$ cat config.mk
export PLATFORM = sky130hd
export DESIGN_NAME = pcep_port_control
export DESIGN_NICKNAME = d
export VERILOG_FILES = /design/src/logic/pcep_pkg.sv /design/src/logic/pcep_policy.sv /design/src/logic/pcep_gate.sv /design/src/logic/pcep_port_control.sv
export SDC_FILE = /design/constraint.sdc
export NUM_CORES = 1
export LEC_CHECK = 0
export BUFFER_PORTS_ARGS = -buffer_cell sky130_fd_sc_hd__buf_4
export CORE_MARGIN = 5
export CORE_UTILIZATION = 35
export CTS_CLUSTER_DIAMETER = 200
export DETAILED_ROUTE_END_ITERATION = 10
export PLACE_DENSITY = 0.86
export RECOVER_POWER = 25
export SETUP_SLACK_MARGIN = 0.5
export SLEW_MARGIN = 15
export SYNTH_ARGS = -nofsm -noshare
export SYNTH_HDL_FRONTEND = slang
export SYNTH_HIERARCHICAL = 1
export SYNTH_SLANG_ARGS = --single-unit
$ cat constraint.sdc
create_clock -name clock -period 3.8 [get_ports clock]
set_input_delay 0.76 -clock clock [delete_from_list [all_inputs] [get_ports clock]]
set_output_delay 0.76 -clock clock [all_outputs]
set_load 0.02 [all_outputs]
$ cat src/logic/pcep_pkg.sv
package pcep_pkg;
	// Bit positions use the port-control word's own numbering: bit 0 is the MSB.
	localparam int PCEP_W          = 32;
	localparam int PCEP_BIT_CRCOFF = 11;
	localparam int PCEP_BIT_MCAST  = 12;
	localparam int PCEP_BIT_ENUM   = 14;
	localparam int PCEP_BIT_STOP   = 28;
	localparam int PCEP_BIT_DROP   = 29;
	localparam int PCEP_BIT_LOCK   = 30;
	localparam int PCEP_BIT_PTYPE  = 31;
	localparam int PCEP_BIT_ERRDET = 0;
	localparam logic PCEP_RST_CRCOFF = 1'b0;
	localparam logic PCEP_RST_MCAST  = 1'b0;
	localparam logic PCEP_RST_STOP   = 1'b0;
	localparam logic PCEP_RST_DROP   = 1'b0;
	localparam logic PCEP_RST_LOCK   = 1'b0;
	localparam logic PCEP_PTYPE_SER  = 1'b1;
	localparam int   PCEP_ENUM_PORT  = 2;
	localparam logic [31:0] PCEP_ZERO = 32'h0000_0000;

	typedef enum logic [1:0] {
		PCEP_OUT_SEND,
		PCEP_OUT_DROP_REFUSED,
		PCEP_OUT_HOLD,
		PCEP_OUT_DISCARD_ALL
	} pcep_out_e;

	// Map a documented bit index (0 = MSB) onto a [31:0] vector index.
	function automatic int pcep_idx(input int b);
		return PCEP_W - 1 - b;
	endfunction
endpackage

$ cat src/logic/pcep_policy.sv
`timescale 1ns/1ps
module pcep_policy (
	input  wire logic           stop_en,
	input  wire logic           drop_en,
	input  wire logic           output_failed,
	input  wire logic           failure_threshold_hit,
	output pcep_pkg::pcep_out_e mode
);
	import pcep_pkg::*;

	always_comb begin
		unique case ({stop_en, drop_en})
			2'b00: mode = PCEP_OUT_SEND;
			2'b01: mode = failure_threshold_hit ? PCEP_OUT_DROP_REFUSED : PCEP_OUT_SEND;
			2'b10: mode = output_failed ? PCEP_OUT_HOLD : PCEP_OUT_SEND;
			2'b11: mode = output_failed ? PCEP_OUT_DISCARD_ALL : PCEP_OUT_SEND;
		endcase
	end
endmodule // pcep_policy

$ cat src/logic/pcep_gate.sv
`timescale 1ns/1ps
module pcep_gate (
	input  wire logic lockout,
	input  wire logic output_en,
	input  wire logic input_en,
	input  wire logic pkt_is_maint,
	output logic      may_issue,
	output logic      may_accept_rx,
	output logic      maint_only_rx
);
	always_comb begin
		may_issue     = !lockout && output_en;
		may_accept_rx = !lockout && (input_en || pkt_is_maint);
		maint_only_rx = !lockout && !input_en;
	end
endmodule // pcep_gate

$ cat src/logic/pcep_port_control.sv
`timescale 1ns/1ps
module pcep_port_control #(
	parameter int PORT_NUM = 0
) (
	input  wire logic        clock,
	input  wire logic        reset_n,
	input  wire logic        port_powered,
	input  wire logic        reg_wr,
	input  wire logic        reg_rd,
	input  wire logic        reg_wr_corrupt,
	input  wire logic [31:0] reg_wdata,
	output logic      [31:0] reg_rdata,
	input  wire logic        boot_load,
	input  wire logic [31:0] boot_data,
	input  wire logic        output_en,
	input  wire logic        input_en,
	input  wire logic        rx_pkt_valid,
	input  wire logic        rx_pkt_crc_bad,
	input  wire logic        rx_pkt_is_maint,
	output logic             rx_pkt_accept,
	output logic             rx_pkt_not_accepted,
	output logic             crc_check_off,
	output logic             retransmit_allowed,
	input  wire logic        rx_link_request,
	output logic             link_request_answer,
	input  wire logic        tx_link_request_want,
	output logic             tx_link_request_go,
	input  wire logic        mcast_symbol_in,
	output logic             mcast_symbol_out,
	input  wire logic        internal_switch_fabric_valid,
	output logic             internal_switch_fabric_ready,
	output logic             fabric_pkt_discard,
	output logic             queue_flush,
	output logic             tx_send_enable,
	input  wire logic        tx_not_accepted,
	output logic             tx_pkt_drop,
	output logic             pkt_dropped_flag,
	input  wire logic        pkt_dropped_clear,
	input  wire logic        output_failed,
	input  wire logic        failure_threshold_hit,
	input  wire logic        bus_error,
	input  wire logic        transport_error,
	input  wire logic        err_detect_clear,
	output logic             err_detect_bit0
);
	import pcep_pkg::*;

	localparam logic ENUM_RST = (PORT_NUM == PCEP_ENUM_PORT) ? 1'b1 : 1'b0;

	logic        crc_off_reg;
	logic        crc_off_next;
	logic        mcast_reg;
	logic        mcast_next;
	logic        enum_reg;
	logic        enum_next;
	logic        stop_reg;
	logic        stop_next;
	logic        drop_reg;
	logic        drop_next;
	logic        lock_reg;
	logic        lock_next;
	logic        lock_prev_reg;
	logic        flush_next;
	logic        powered_prev_reg;
	logic        dropped_reg;
	logic        dropped_next;
	logic        errdet_reg;
	logic        errdet_next;
	logic        port_rst;
	logic        wr_ok;
	logic        may_issue;
	logic        may_accept_rx;
	logic        maint_only_rx;
	logic [31:0] rdata_next;
	pcep_out_e   out_mode;

	// Shared update of every writable field
	function automatic logic field_next(
		input logic        cur,
		input logic        rst_val,
		input int          b,
		input logic        boot,
		input logic [31:0] boot_word,
		input logic        prst,
		input logic        wr,
		input logic [31:0] wr_word
	);
		logic nxt;
		nxt = cur;
		if (boot) begin
			nxt = boot_word[pcep_idx(b)];
		end else if (prst) begin
			nxt = rst_val;
		end else if (wr) begin
			nxt = wr_word[pcep_idx(b)];
		end
		return nxt;
	endfunction

	// Set wins over clear, so an event in the clearing cycle is not lost
	function automatic logic sticky_next(
		input logic cur,
		input logic set_in,
		input logic clr_in
	);
		logic nxt;
		nxt = cur;
		if (set_in) begin
			nxt = 1'b1;
		end else if (clr_in) begin
			nxt = 1'b0;
		end
		return nxt;
	endfunction

	// Readable word; reserved bits always read zero
	function automatic logic [31:0] pack_word(
		input logic crc_off,
		input logic mcast,
		input logic enum_b,
		input logic stop,
		input logic drop,
		input logic lock
	);
		logic [31:0] w;
		w = PCEP_ZERO;
		w[pcep_idx(PCEP_BIT_CRCOFF)] = crc_off;
		w[pcep_idx(PCEP_BIT_MCAST)]  = mcast;
		w[pcep_idx(PCEP_BIT_ENUM)]   = enum_b;
		w[pcep_idx(PCEP_BIT_STOP)]   = stop;
		w[pcep_idx(PCEP_BIT_DROP)]   = drop;
		w[pcep_idx(PCEP_BIT_LOCK)]   = lock;
		w[pcep_idx(PCEP_BIT_PTYPE)]  = PCEP_PTYPE_SER;
		return w;
	endfunction

	// Power off or a rising power edge is the port reset; resets high so leaving reset is no edge
	always_ff @(posedge clock or negedge reset_n) begin
		if (!reset_n) begin
			powered_prev_reg <= 1'b1;
		end else begin
			powered_prev_reg <= port_powered;
		end
	end

	assign port_rst = !port_powered || (port_powered && !powered_prev_reg);
	// Corrupt writes dropped regardless of checking mode
	assign wr_ok = reg_wr && !reg_wr_corrupt && port_powered;

	// Boot load beats port reset, which beats a write
	assign crc_off_next = field_next(crc_off_reg, PCEP_RST_CRCOFF, PCEP_BIT_CRCOFF,
		boot_load, boot_data, port_rst, wr_ok, reg_wdata);
	assign mcast_next   = field_next(mcast_reg, PCEP_RST_MCAST, PCEP_BIT_MCAST,
		boot_load, boot_data, port_rst, wr_ok, reg_wdata);
	assign enum_next    = field_next(enum_reg, ENUM_RST, PCEP_BIT_ENUM,
		boot_load, boot_data, port_rst, wr_ok, reg_wdata);
	assign stop_next    = field_next(stop_reg, PCEP_RST_STOP, PCEP_BIT_STOP,
		boot_load, boot_data, port_rst, wr_ok, reg_wdata);
	assign drop_next    = field_next(drop_reg, PCEP_RST_DROP, PCEP_BIT_DROP,
		boot_load, boot_data, port_rst, wr_ok, reg_wdata);
	assign lock_next    = field_next(lock_reg, PCEP_RST_LOCK, PCEP_BIT_LOCK,
		boot_load, boot_data, port_rst, wr_ok, reg_wdata);

	always_ff @(posedge clock or negedge reset_n) begin
		if (!reset_n) begin
			crc_off_reg <= PCEP_RST_CRCOFF;
		end else begin
			crc_off_reg <= crc_off_next;
		end
	end

	always_ff @(posedge clock or negedge reset_n) begin
		if (!reset_n) begin
			mcast_reg <= PCEP_RST_MCAST;
		end else begin
			mcast_reg <= mcast_next;
		end
	end

	always_ff @(posedge clock or negedge reset_n) begin
		if (!reset_n) begin
			enum_reg <= ENUM_RST;
		end else begin
			enum_reg <= enum_next;
		end
	end

	always_ff @(posedge clock or negedge reset_n) begin
		if (!reset_n) begin
			stop_reg <= PCEP_RST_STOP;
		end else begin
			stop_reg <= stop_next;
		end
	end

	always_ff @(posedge clock or negedge reset_n) begin
		if (!reset_n) begin
			drop_reg <= PCEP_RST_DROP;
		end else begin
			drop_reg <= drop_next;
		end
	end

	always_ff @(posedge clock or negedge reset_n) begin
		if (!reset_n) begin
			lock_reg <= PCEP_RST_LOCK;
		end else begin
			lock_reg <= lock_next;
		end
	end

	// Read data registered; an unpowered port reads as zero
	assign rdata_next = port_powered ? pack_word(crc_off_reg, mcast_reg, enum_reg,
		stop_reg, drop_reg, lock_reg) : PCEP_ZERO;

	always_ff @(posedge clock or negedge reset_n) begin
		if (!reset_n) begin
			reg_rdata <= PCEP_ZERO;
		end else if (reg_rd) begin
			reg_rdata <= rdata_next;
		end
	end

	pcep_gate u_gate (
		.lockout       (lock_reg),
		.output_en     (output_en),
		.input_en      (input_en),
		.pkt_is_maint  (rx_pkt_is_maint),
		.may_issue     (may_issue),
		.may_accept_rx (may_accept_rx),
		.maint_only_rx (maint_only_rx)
	);

	pcep_policy u_policy (
		.stop_en               (stop_reg),
		.drop_en               (drop_reg),
		.output_failed         (output_failed),
		.failure_threshold_hit (failure_threshold_hit),
		.mode                  (out_mode)
	);

	assign crc_check_off      = crc_off_reg;
	assign retransmit_allowed = !crc_off_reg;

	// Bad CRC is only tolerated when checking is off
	always_comb begin
		rx_pkt_accept       = 1'b0;
		rx_pkt_not_accepted = 1'b0;
		if (rx_pkt_valid) begin
			if (lock_reg) begin
				rx_pkt_not_accepted = 1'b1;
			end else if (rx_pkt_crc_bad && !crc_off_reg) begin
				rx_pkt_not_accepted = 1'b1;
			end else if (may_accept_rx) begin
				rx_pkt_accept = 1'b1;
			end else begin
				rx_pkt_not_accepted = maint_only_rx;
			end
		end
	end

	// Link maintenance is outside the lockout gate
	assign link_request_answer = rx_link_request;
	assign tx_link_request_go  = tx_link_request_want;

	assign mcast_symbol_out = mcast_symbol_in && mcast_reg;

	// Fabric always drained while locked so nothing backs up
	assign internal_switch_fabric_ready = lock_reg || may_issue;
	assign fabric_pkt_discard = lock_reg && internal_switch_fabric_valid;

	// One-cycle flush on the rising edge of lockout
	assign flush_next = lock_reg && !lock_prev_reg;

	always_ff @(posedge clock or negedge reset_n) begin
		if (!reset_n) begin
			lock_prev_reg <= 1'b0;
		end else begin
			lock_prev_reg <= lock_reg;
		end
	end

	always_ff @(posedge clock or negedge reset_n) begin
		if (!reset_n) begin
			queue_flush <= 1'b0;
		end else begin
			queue_flush <= flush_next;
		end
	end

	always_comb begin
		tx_send_enable = 1'b0;
		tx_pkt_drop    = 1'b0;
		if (may_issue) begin
			unique case (out_mode)
				PCEP_OUT_SEND: tx_send_enable = 1'b1;
				PCEP_OUT_DROP_REFUSED: begin
					tx_send_enable = 1'b1;
					tx_pkt_drop    = tx_not_accepted;
				end
				PCEP_OUT_HOLD: tx_send_enable = 1'b0;
				PCEP_OUT_DISCARD_ALL: tx_pkt_drop = internal_switch_fabric_valid;
			endcase
		end
	end

	assign dropped_next = sticky_next(dropped_reg, tx_pkt_drop, pkt_dropped_clear || port_rst);

	always_ff @(posedge clock or negedge reset_n) begin
		if (!reset_n) begin
			dropped_reg <= 1'b0;
		end else begin
			dropped_reg <= dropped_next;
		end
	end
	assign pkt_dropped_flag = dropped_reg;

	assign errdet_next = sticky_next(errdet_reg, port_powered && (bus_error || transport_error),
		err_detect_clear || port_rst);

	always_ff @(posedge clock or negedge reset_n) begin
		if (!reset_n) begin
			errdet_reg <= 1'b0;
		end else begin
			errdet_reg <= errdet_next;
		end
	end
	assign err_detect_bit0 = errdet_reg;
endmodule // pcep_port_control

==> metrics.cfg <==
[place]
hpwl_um=1960
gp_congestion=0.712
port_buffers=51
place_ws_ns=1.50
dp_cells=184
place_area_um2=1360

[critical_path]
critPathMaxStageDelay_ns=0.18
rr_startpoint=powered_prev_reg
worstPathCellList=buf_4 -> o21ba_1 -> nand2b_1 -> a21boi_0 -> buf_4
critPathArrivalTime_ns=1.53
critPathCaptureType=output port
crit_path_start_kind=primary input
path_common_cell=buf_4
cp_max_fo=2
worst-path-buf-inv=2
crit_start=input_en
reg2reg_slack_ns=2.11
worst_path_max_delay_cell=o21ba_1
reg2regPathDepth=3
critPathTopFamily=compound AO/OA/AOI/OAI gates
r2r_end=enum_reg
worstPathRequired_ns=3.04
worst-setup-path-type=primary input to output port

[cts]
cts_buffer_depth=2
clk_latency_ns=0.28
cts_tree=yes
numCtsBuffers=3
h-tree-depth=1
post_cts_resize_count=0
root_buffer=clkbuf_4
clock-sinks=18
cts_setup_buffers=0
clk_pin_slew_ns=0.10
hold_buffers=0

[power]
p_switching_mw=0.139
p_comb_share_pct=28.1
p_total_mw=0.461
switching_share_pct=30.1
power_frac_seq_pct=47.0
p_leak_nw=0.736
power.share.clock_pct=24.9
powerDensity_nw_per_um2=330
internal_power_mw=0.322
peakVddDrop_v=0.000127

[timing]
drv_slew=0
fin_ws_ns=1.51
finalCritPeriodShare_pct=60.2
min_period_ns=2.29
hold_ws_ns=0.398
fin_skew_ns=0.00327
setup_viol=0
max_freq_ghz=0.437
max_slew.worst_pin.slew_ns=0.936
setup_tns_ns=0
slew_headroom_pct=37.6
rsz0062_at_grt=no
hold_viol=0

[synthesis]
synth_area_um2=1070
synth_cells=106
ys_warn_count=6
ys_types=30
yosys.area.top_type=dfrtp_1
synth_seq_area_share_pct=42.2
synthTopCellsByArea=dfrtp_1, buf_4, mux2_2
synth_top_area_share_pct=39.7
syn_area_per_cell_um2=10.1
ys_ff_latch=18

[die]
die-height_um=65.3
ios=133
dieArea_um2=4270
row_count=20
die_w_um=65.3
core_um2=3000
start_util_pct=35.7

[finish]
utilization_pct=46.5
final.fill_count=309
nNetsFinal=243
areaGrowthSynthToFinish_pct=30.3
fin_area_um2=1400
finalNonFillerCells=188
largest-register=reg_rdata
drive_above_1_share_pct=40.6
largest_reg_flops=7
diodes=0

[hold_path]
hp-start=lock_prev_reg
min_path_cells=1
timing.hold.worst_endpoint=queue_flush
hp-class=flop to flop

[global_routing]
grt_pass1_vias=797
antenna_found_initial=0
grt_usage_pct=11.2
grt_max_degree=19
grt_overflow=0
grt_pass1_wl_um=3680

[route]
vias_per_cell=4.46
routed_wl_um=2340
drc=0
dr.pass1.iters=4
drt_iter0_markers=19
ant_nets=0
routedWlPerCell_um=12.5
vias=838

[run_status]
status=completed

[run]
max_cap_viol_count=0

cell usage in the layout (no fill, tap or decap), drive strengths merged, types with 2 or more instances in the layout:
cell type   n
clkbuf      5
and2        3
dfrtp      17
nor2        2
a21boi      2
nand3       6
a22o        5
buf        50
nor2b       3
mux2        6
o21ai       7
inv         8
and3b       2
conb       25
mux2i       2
worst max path at each step:
| stage | cells after the start | endpoint | slack [ns] |
|---|---|---|---|
| after floorplan | 3 | rx_pkt_not_accepted | 1.48 |
| after global placement | 6 | tx_pkt_drop | 1.53 |
| after detailed placement | 5 | rx_pkt_not_accepted | 1.50 |
| after CTS | 5 | rx_pkt_not_accepted | 1.50 |
| after global routing | 4 | rx_pkt_not_accepted | 1.41 |
| final | 5 | rx_pkt_not_accepted | 1.51 |
per-layer routing:
layer / wire length, µm / vias up / track usage [%]
met2: 1160 / 53 / 18.6
met4: 30 / 0 / 5.44
li1: - / 400 / -
met1: 911 / 383 / 13.2
met5: 0 / - / 0
met3: 242 / 2 / 3.08
worst reg2reg max path, cell delays in order, from the launching register on:
cell	delay (ns)
dfstp_2	0.56
and3b_1	0.33
a21boi_4	0.34
mux2_2	0.37
kinds of logic after synthesis:
family	share of synthesized area (%)
flops	42.2
other cells	0.350
mux	8.18
buf+inv	23.6
simple gates	12.3
compound gates	13.4
power groups by stage:
stage               Combinational, mW  Sequential (mW)  Clock [mW]
floorplan                      0.0850            0.229           0
global placement                0.129            0.220           0
detailed placement              0.131            0.221           0
CTS                             0.131            0.217       0.121
global route                    0.141            0.219       0.129
finish                          0.129            0.217       0.115
cell type report:
class                      count  area (µm²)  share of cell area (%)
tap                           33        41.3                    2.96
timing repair buffer          51         379                    27.2
clock buffer                   4        36.3                    2.60
sequential                    18         452                    32.4
inverter                       8        30.0                    2.15
multi-input combinational     74         457                    32.7
cell usage after synthesis (all sizes together):
master	count
a21boi	2
a21oi	1
a22o	5
a22oi	1
and2	3
and2b	1
and3	1
and3b	2
buf	29
clkbuf	1
conb	1
dfrtp	17
dfstp	1
inv	8
mux2	6
mux2i	2
nand2	1
nand2b	1
nand3	6
nand4b	1
nor2	2
nor2b	3
o21a	1
o21ai	7
o21ba	1
o31a	1
or2	1
(Power assumes the default switching activity.)
